==> config.mk <==
export PLATFORM = sky130hd
export DESIGN_NAME = osc_ctrl
export DESIGN_NICKNAME = d
export VERILOG_FILES = /design/src/verilog/osc_ctrl.v /design/src/verilog/osc_refdiv.v /design/src/verilog/osc_sync3.v
export VERILOG_INCLUDE_DIRS = /design/src /design/src/verilog
export SDC_FILE = /design/constraint.sdc
export NUM_CORES = 1
export LEC_CHECK = 0
export ABC_AREA = 1
export BUFFER_PORTS_ARGS = -buffer_cell sky130_fd_sc_hd__buf_2
export CORE_ASPECT_RATIO = 0.8
export CORE_MARGIN = 3
export CORE_UTILIZATION = 43
export CTS_CLUSTER_SIZE = 14
export DETAILED_ROUTE_END_ITERATION = 7
export PLACE_DENSITY_LB_ADDON = 0.3
export SETUP_SLACK_MARGIN = 0.15
export SLEW_MARGIN = 20
export SYNTH_ARGS = -nofsm -noshare
export SYNTH_HDL_FRONTEND = slang
export SYNTH_SLANG_ARGS = --single-unit
==> constraint.sdc <==
create_clock -name ref_clk -period 1.85 [get_ports ref_clk]
set_input_delay 0.185 -clock ref_clk [delete_from_list [all_inputs] [get_ports ref_clk]]
set_output_delay 0.185 -clock ref_clk [all_outputs]
set_load 0.01 [all_outputs]
==> src/verilog/osc_defines.vh <==
`ifndef OSC_DEFINES_VH
`define OSC_DEFINES_VH
`define OSC_ADDR_CTRL      4'h0
`define OSC_ADDR_UNLOCK    4'h1
`define OSC_ADDR_AUX       4'h2
`define OSC_ADDR_REF       4'h3
`define OSC_ADDR_PPS       4'h4
`define OSC_BIT_CUR_HI     14
`define OSC_BIT_CUR_LO     12
`define OSC_BIT_REQ_HI     10
`define OSC_BIT_REQ_LO     8
`define OSC_BIT_SWLOCK     7
`define OSC_BIT_PINLOCK    6
`define OSC_BIT_LOCK       5
`define OSC_BIT_FAIL       3
`define OSC_BIT_SWREQ      0
`define OSC_KEY1           16'h0046
`define OSC_KEY2           16'h0057
`define OSC_UNLOCK_WIN     3'h6
`define OSC_SRC_FASTRC     3'h0
`define OSC_SRC_FASTRC_MUL 3'h1
`define OSC_SRC_PRIPLL     3'h3
`define OSC_SRC_RESVD      3'h4
`define OSC_FAILSAFE_OFF   2'h1
`define OSC_SWITCH_CYCLES  8'h10
`define OSC_PLL_START_NS   2000
`define OSC_CLK_PERIOD_NS  4
`define OSC_AUX_MULT       5'h10
`endif

==> src/verilog/osc_ctrl.v <==
// Strobed register access and the register offsets were chosen for this implementation.
`timescale 1ns/100ps
`include "osc_defines.vh"
module osc_ctrl
#(
  parameter PLL_START_CYCLES = (`OSC_PLL_START_NS + `OSC_CLK_PERIOD_NS - 1) / `OSC_CLK_PERIOD_NS
)
(
  input  wire        ref_clk,
  input  wire        nrst,
  input  wire        warm_rst,
  input  wire [3:0]  addr,
  input  wire [15:0] wdata,
  input  wire        wr,
  input  wire        rd,
  output reg  [15:0] rdata,
  input  wire [2:0]  config_source,
  input  wire [1:0]  fail_safe_monitor,
  input  wire        pll_locked_pin,
  input  wire        clock_fail_pin,
  input  wire        xtal_tick_pin,
  output reg  [2:0]  osc_select,
  output reg         pll_enable,
  output reg         aux_loop_enable,
  output reg         aux_from_primary,
  output reg  [4:0]  aux_multiplier,
  output reg         pps_write_en,
  output reg  [15:0] pps_wdata,
  output reg         pps_rejected,
  output reg         ref_clk_out
);
  ////////////////////////////////////////////////////////////////////////////
  localparam ST_IDLE = 3'b001;
  localparam ST_SWAP = 3'b010;
  localparam ST_DONE = 3'b100;
  reg  [2:0]  state;
  reg  [2:0]  current_source_field;
  reg  [2:0]  requested_source_field;
  reg         clock_switch_lock;
  reg         pin_select_lock;
  reg         clock_fail_flag;
  reg         switch_request_bit;
  reg  [1:0]  unlock_stage;
  reg  [2:0]  unlock_timer;
  reg  [7:0]  swap_cnt;
  reg  [15:0] pll_timer;
  reg         pll_ready;
  reg         cfg_loaded;
  reg         aux_en;
  reg         aux_pri;
  reg         ref_en;
  reg         ref_src_xtal;
  reg  [7:0]  ref_scale;
  reg         pps_locked_hit;
  reg         xtal_prev;
  wire        pll_locked_s;
  wire        clock_fail_s;
  wire        xtal_s;
  wire        unlocked;
  wire        ctrl_wr;
  wire        pll_src;
  wire        ref_tick;
  wire        ref_wire;
  wire [15:0] ctrl_val;
  reg  [15:0] next_rdata;
  ////////////////////////////////////////////////////////////////////////////
  osc_sync3 #(.W(3)) u_sync
  (
    .ref_clk (ref_clk),
    .nrst    (nrst),
    .d       ({pll_locked_pin, clock_fail_pin, xtal_tick_pin}),
    .q       ({pll_locked_s, clock_fail_s, xtal_s})
  );
  ////////////////////////////////////////////////////////////////////////////
  // Unlock: KEY1 then KEY2 to the unlock address opens a short write window.
  assign unlocked = (unlock_timer != 3'h0);
  assign ctrl_wr  = wr && (addr == `OSC_ADDR_CTRL) && unlocked;
  always @(posedge ref_clk or negedge nrst)
    if (!nrst)
    begin
      unlock_stage <= 2'h0;
      unlock_timer <= 3'h0;
    end
    else if (warm_rst)
    begin
      unlock_stage <= 2'h0;
      unlock_timer <= 3'h0;
    end
    else
    begin
      if (wr && addr == `OSC_ADDR_UNLOCK && wdata == `OSC_KEY1)
        unlock_stage <= 2'h1;
      else if (wr && addr == `OSC_ADDR_UNLOCK && wdata == `OSC_KEY2 && unlock_stage == 2'h1)
        unlock_stage <= 2'h2;
      else if (wr)
        unlock_stage <= 2'h0;
      if (wr && addr == `OSC_ADDR_UNLOCK && wdata == `OSC_KEY2 && unlock_stage == 2'h1)
        unlock_timer <= `OSC_UNLOCK_WIN;
      else if (ctrl_wr)
        unlock_timer <= 3'h0;
      else if (unlocked)
        unlock_timer <= unlock_timer - 3'h1;
    end
  ////////////////////////////////////////////////////////////////////////////
  // Control register: only nrst (power-on) resets it; warm_rst leaves it alone.
  always @(posedge ref_clk or negedge nrst)
    if (!nrst)
    begin
      cfg_loaded             <= 1'b0;
      requested_source_field <= `OSC_SRC_FASTRC;
      current_source_field   <= `OSC_SRC_FASTRC;
      clock_switch_lock      <= 1'b0;
      pin_select_lock        <= 1'b0;
      clock_fail_flag        <= 1'b0;
      switch_request_bit     <= 1'b0;
      state                  <= ST_IDLE;
      swap_cnt               <= 8'h00;
    end
    else
    begin
      // Straps cannot feed an async reset, so they load on the first clock after release.
      if (!cfg_loaded)
      begin
        cfg_loaded             <= 1'b1;
        requested_source_field <= config_source;
        current_source_field   <= config_source;
      end
      else if (ctrl_wr)
      begin
        requested_source_field <= wdata[`OSC_BIT_REQ_HI:`OSC_BIT_REQ_LO];
        pin_select_lock        <= wdata[`OSC_BIT_PINLOCK];
        // While fail-safe monitoring is off, a set switch lock stays until power-on.
        if (!(clock_switch_lock && fail_safe_monitor == `OSC_FAILSAFE_OFF))
          clock_switch_lock <= wdata[`OSC_BIT_SWLOCK];
      end
      // Set wins over a software clear in the same cycle.
      if (clock_fail_s)
        clock_fail_flag <= 1'b1;
      else if (ctrl_wr && !wdata[`OSC_BIT_FAIL])
        clock_fail_flag <= 1'b0;
      case (state)
        ST_IDLE:
        begin
          if (ctrl_wr && wdata[`OSC_BIT_SWREQ] && cfg_loaded)
          begin
            // Locked source or a reserved code: the request is dropped.
            if ((clock_switch_lock && fail_safe_monitor == `OSC_FAILSAFE_OFF) ||
                wdata[`OSC_BIT_REQ_HI:`OSC_BIT_REQ_LO] == `OSC_SRC_RESVD)
              switch_request_bit <= 1'b0;
            else
            begin
              switch_request_bit <= 1'b1;
              swap_cnt           <= 8'h00;
              state              <= ST_SWAP;
            end
          end
        end
        ST_SWAP:
        begin
          swap_cnt <= swap_cnt + 8'h01;
          if (swap_cnt == `OSC_SWITCH_CYCLES - 8'h01)
            state <= ST_DONE;
        end
        ST_DONE:
        begin
          current_source_field <= requested_source_field;
          switch_request_bit   <= 1'b0;
          state                <= ST_IDLE;
        end
        default:
          state <= ST_IDLE;
      endcase
    end
  ////////////////////////////////////////////////////////////////////////////
  // PLL lock status: start-up timer or external lock, cleared when PLL is off.
  assign pll_src = (current_source_field == `OSC_SRC_PRIPLL) ||
                   (current_source_field == `OSC_SRC_FASTRC_MUL);
  always @(posedge ref_clk or negedge nrst)
    if (!nrst)
    begin
      pll_timer <= 16'h0000;
      pll_ready <= 1'b0;
    end
    else if (!pll_src)
    begin
      pll_timer <= 16'h0000;
      pll_ready <= 1'b0;
    end
    else if (pll_timer == PLL_START_CYCLES[15:0] - 16'h0001 || pll_locked_s)
      pll_ready <= 1'b1;
    else
    begin
      pll_timer <= pll_timer + 16'h0001;
      pll_ready <= 1'b0;
    end
  ////////////////////////////////////////////////////////////////////////////
  // Auxiliary loop, reference clock and pin-select configuration.
  always @(posedge ref_clk or negedge nrst)
    if (!nrst)
    begin
      aux_en       <= 1'b0;
      aux_pri      <= 1'b0;
      ref_en       <= 1'b0;
      ref_src_xtal <= 1'b0;
      ref_scale    <= 8'h00;
    end
    else if (wr && addr == `OSC_ADDR_AUX)
    begin
      aux_en  <= wdata[1];
      aux_pri <= wdata[0];
    end
    else if (wr && addr == `OSC_ADDR_REF)
    begin
      ref_en       <= wdata[15];
      ref_src_xtal <= wdata[14];
      ref_scale    <= wdata[7:0];
    end
  always @(posedge ref_clk or negedge nrst)
    if (!nrst)
      xtal_prev <= 1'b0;
    else
      xtal_prev <= xtal_s;
  assign ref_tick = ref_src_xtal ? (xtal_s && !xtal_prev) : 1'b1;
  osc_refdiv u_refdiv
  (
    .ref_clk  (ref_clk),
    .nrst     (nrst),
    .enable   (ref_en),
    .src_tick (ref_tick),
    .scale    (ref_scale),
    .ref_out  (ref_wire)
  );
  always @(posedge ref_clk or negedge nrst)
    if (!nrst)
    begin
      pps_write_en   <= 1'b0;
      pps_wdata      <= 16'h0000;
      pps_rejected   <= 1'b0;
      pps_locked_hit <= 1'b0;
    end
    else
    begin
      pps_write_en   <= wr && addr == `OSC_ADDR_PPS && !pin_select_lock;
      pps_rejected   <= wr && addr == `OSC_ADDR_PPS && pin_select_lock;
      pps_locked_hit <= pps_locked_hit | (wr && addr == `OSC_ADDR_PPS && pin_select_lock);
      if (wr && addr == `OSC_ADDR_PPS)
        pps_wdata <= wdata;
    end
  ////////////////////////////////////////////////////////////////////////////
  // Outputs, each registered.
  always @(posedge ref_clk or negedge nrst)
    if (!nrst)
    begin
      osc_select       <= 3'h0;
      pll_enable       <= 1'b0;
      aux_loop_enable  <= 1'b0;
      aux_from_primary <= 1'b0;
      aux_multiplier   <= 5'h00;
      ref_clk_out      <= 1'b0;
    end
    else
    begin
      osc_select       <= current_source_field;
      pll_enable       <= pll_src;
      aux_loop_enable  <= aux_en;
      aux_from_primary <= aux_pri;
      aux_multiplier   <= `OSC_AUX_MULT;
      ref_clk_out      <= ref_wire;
    end
  ////////////////////////////////////////////////////////////////////////////
  assign ctrl_val = {1'b0, current_source_field, 1'b0, requested_source_field,
                     clock_switch_lock, pin_select_lock, pll_ready, 1'b0,
                     clock_fail_flag, 2'b00, switch_request_bit};
  always @*
  begin
    next_rdata = 16'h0000;
    case (addr)
      `OSC_ADDR_CTRL:   next_rdata = ctrl_val;
      `OSC_ADDR_UNLOCK: next_rdata = {13'h0, unlock_timer};
      `OSC_ADDR_AUX:    next_rdata = {14'h0, aux_en, aux_pri};
      `OSC_ADDR_REF:    next_rdata = {ref_en, ref_src_xtal, 6'h00, ref_scale};
      `OSC_ADDR_PPS:    next_rdata = {14'h0, pps_locked_hit, pin_select_lock};
      default:          next_rdata = 16'h0000;
    endcase
  end
  always @(posedge ref_clk or negedge nrst)
    if (!nrst)
      rdata <= 16'h0000;
    else if (rd)
      rdata <= next_rdata;
    else
      rdata <= 16'h0000;
endmodule // osc_ctrl

==> src/verilog/osc_refdiv.v <==
`timescale 1ns/100ps
module osc_refdiv
(
  input  wire       ref_clk,
  input  wire       nrst,
  input  wire       enable,
  input  wire       src_tick,
  input  wire [7:0] scale,
  output reg        ref_out
);
  reg [7:0] cnt;
  // The output toggles every scale+1 source ticks, so the divide is 2*(scale+1).
  always @(posedge ref_clk or negedge nrst)
    if (!nrst)
    begin
      cnt     <= 8'h00;
      ref_out <= 1'b0;
    end
    else if (!enable)
    begin
      cnt     <= 8'h00;
      ref_out <= 1'b0;
    end
    else if (src_tick)
    begin
      if (cnt >= scale)
      begin
        cnt     <= 8'h00;
        ref_out <= ~ref_out;
      end
      else
        cnt <= cnt + 8'h01;
    end
endmodule // osc_refdiv

==> src/verilog/osc_sync3.v <==
`timescale 1ns/100ps
module osc_sync3
#(
  parameter W = 1
)
(
  input  wire         ref_clk,
  input  wire         nrst,
  input  wire [W-1:0] d,
  output reg  [W-1:0] q
);
  reg [W-1:0] s1;
  reg [W-1:0] s2;
  reg [W-1:0] s3;
  // A change counts only once the second and third stages agree.
  always @(posedge ref_clk or negedge nrst)
    if (!nrst)
    begin
      s1 <= {W{1'b0}};
      s2 <= {W{1'b0}};
      s3 <= {W{1'b0}};
      q  <= {W{1'b0}};
    end
    else
    begin
      s1 <= d;
      s2 <= s1;
      s3 <= s2;
      if (s2 == s3)
        q <= s3;
    end
endmodule // osc_sync3
==> results.py <==
metrics = {
    "status": {
        "outcome": "finished clean",
    },
    "placement": {
        "io_buffers": 73,
        "dp_hpwl_um": 9440,
        "gp_congestion": 0.894,
        "dpl_cell_area_um2": 6190,
    },
    "cts": {
        "cts-root-buf": "clkbuf_16",
        "cts_buffers": 17,
        "clk_pin_slew_ns": 0.06,
        "clk_latency_ns": 0.41,
        "cts_tree": "built",
        "htreeDepth": 4,
        "clkSinkCount": 119,
        "cts_buffer_depth": 2,
    },
    "floorplan": {
        "core_area_um2": 12500,
        "num_rows": 36,
        "die_w_um": 134,
        "boundaryPins": 79,
        "start_util_pct": 45.1,
        "die-area_um2": 14500,
        "die_h_um": 108,
    },
    "critical_path": {
        "crit_path_cell_trace": "inv_1 -> nand2_1 -> nor2_2 -> nand2_2 -> nor2_4 -> nor2_4 -> buf_4 -> nor2_4 -> nand2_1 -> nand2_1",
        "critPathLaunchType": "register",
        "critPathMaxStageDelay_ns": 0.45,
        "crit_arrival_ns": 1.99,
        "end_kind": "register",
        "slowest_stage": "dfrtp_1",
        "required_ns": 2.20,
        "crit_type": "reg2reg",
        "crit_fanout": 7,
    },
    "power": {
        "p_seq_share_pct": 39.3,
        "total_power_mw": 8.14,
        "p_int_mw": 5.81,
        "p_comb_share_pct": 17.4,
        "p_leak_nw": 3.71,
        "p_clk_share_pct": 43.3,
        "switchingPower_mw": 2.34,
        "p_per_area_nw_per_um2": 1160,
        "p_sw_share_pct": 28.7,
        "ir_drop_mv": 0.669,
    },
    "layout": {
        "antenna_cells": 0,
        "layout-drive-gt1-share_pct": 20.5,
        "layout_commonest_cell": "nand2_1",
        "mostFrequentLayoutCells": "nand2_1 (199), dfrtp_1 (116), inv_1 (84)",
        "area_growth_pct": 25.3,
        "fin_nets": 830,
        "design_area_um2": 7040,
    },
    "global_route": {
        "gr-total-overflow": 0,
        "grt_pass1_wl_um": 21600,
        "grt_max_degree": 47,
        "globalRouteTotalUtil_pct": 18.8,
        "antenna_found_initial": 0,
        "grt_pass1_vias": 4431,
    },
    "timing": {
        "skew_ns": 0.0112,
        "fin_crit_ns": 1.64,
        "worstMarginPinSlew_ns": 0.545,
        "final-hold-violation-count": 0,
        "finalCritPeriodShare_pct": 88.6,
        "fin_setup_tns_ns": 0,
        "fmax_mhz": 610,
        "drv_slew": 0,
        "rsz0062_at_grt": "false",
        "relSlewSlack_pct": 63.6,
        "final-setup-viol-count": 0,
    },
    "worst_hold_path": {
        "hold_class": "in2reg",
    },
    "drt": {
        "drc": 0,
        "initialDrtViolationCount": 427,
        "wirelength_um": 13200,
        "vias_per_cell": 4.90,
        "firstDrtPassIters": 5,
        "drt.antenna.violating_nets": 0,
        "vias": 4739,
        "wire_per_inst_um": 13.7,
    },
    "logic_synthesis": {
        "synth_edf_count": 0,
        "ys_ff_latch": 119,
        "ys_warn_count": 0,
        "ys_types": 37,
        "synth_async_sr_flop_share_pct": 100,
        "synth_seq_area_share_pct": 53.0,
        "syn_area_um2": 5620,
        "synth_flop_cell": "dfrtp_1",
        "syn_area_per_cell_um2": 8.37,
        "syn_inst": 672,
    },
    "flow_run": {
        "maxCapViolations": 0,
    },
}
[Yosys cell counts, types with 2 or more instances]
master,n,share of area (%)
a21oi_1,18,1.6
buf_4,6,0.80
clkbuf_1,5,0.33
conb_1,2,0.13
dfrtp_1,118,53
ha_1,13,2.9
inv_1,84,5.6
inv_2,3,0.20
mux2_2,2,0.40
nand2_1,200,13
nand2_2,8,0.89
nand3_1,31,2.8
nand3_2,2,0.36
nand3b_1,5,0.67
nand4_1,21,2.3
nor2_1,64,4.3
nor2_2,3,0.33
nor2_4,3,0.60
nor3_1,3,0.27
o211ai_1,3,0.40
o21ai_0,45,4.0
o21ai_1,4,0.36
o22ai_1,2,0.22
or2_2,3,0.33
xnor2_1,2,0.31
xor2_1,11,1.7
[state kept, by name, summed over array words and instances (netlist names), 2 cells and up]
register,count
pll_timer,16
pps_wdata,16
rdata,15
ref_scale,8
swap_cnt,8
u_refdiv.cnt,8
current_source_field,3
osc_select,3
requested_source_field,3
state,3
u_sync.q,3
u_sync.s1,3
u_sync.s2,3
u_sync.s3,3
unlock_timer,3
unlock_stage,2
[stage by stage]
stage	setup slack, ns	util [%]	hold slack [ns]	instances
2_1_floorplan	0.337	-	-0.111	676
3_3_place_gp	0.231	49.6	0.163	912
3_5_place_dp	0.192	49.6	0.167	912
4_1_cts	0.182	55.1	0.0107	949
5_1_grt	0.117	56.4	0.0228	968
6_report	0.210	56.4	0.0280	968
[cells by family after synthesis]
family          share of synthesized area [%]
simple gates                             26.8
fa+ha+maj                                2.89
buf+inv                                  7.72
compound gates                           7.03
mux                                     0.401
flops                                    53.0
other cells                             0.134
xor+xnor                                 2.02
[per-layer routing]
| metal | share of wire (%) | global-route usage [%] |
|---|---|---|
| met1 | 48 | 26.4 |
| met2 | 46 | 28.9 |
| met3 | 5.5 | 4.88 |
| met4 | 0.74 | 5.80 |
| met5 | 0 | 0 |
[what timing repair did]
item                                   4_1_cts  5_1_grt
resized for setup                            0        8
hold buffers                                 5        0
setup endpoints to repair                    0       31
endpoints found under the hold margin       35        0
setup buffers                                0       18
[final cells by class]
cell class                 instances  area (µm²)
fill                            1098        5430
sequential                       119        2980
multi-input combinational        456        2260
timing repair buffer             102         623
clock buffer                      18         439
inverter                          88         330
tap                              171         214
clock inverter                    14         196
[worst paths after layout]
kind / start / end / slack [ns] / cells past startpoint
max: pll_timer[2] / pll_timer[8] / 0.21 / 10
min: wdata[11] / pps_wdata[11] / 0.03 / 2
max reg2reg: pll_timer[2] / pll_timer[8] / 0.21 / 10
min reg2reg: u_sync.s1[1] / u_sync.s2[1] / 0.35 / 0
max in group asynchronous: nrst / state[0] / 0.94 / 3
min in group asynchronous: nrst / requested_source_field[2] / 0.28 / 2
[power groups by stage]
stage	logic (mW)	registers, mW	clock network [mW]
detailed placement	1.27	3.24	0
global route	1.60	3.25	3.70
floorplan	0.817	3.23	0
global placement	1.22	3.23	0
finish	1.41	3.20	3.53
CTS	1.29	3.20	3.58
[worst max-delay path: cells and delay by family, from the launching register on]
| kind | cells | cell delay (ns) |
|---|---|---|
| and+or+nand+nor | 8 | 0.86 |
| DFF | 1 | 0.45 |
| buffers and inverters | 2 | 0.27 |
Power figures use the tool's default switching activity.
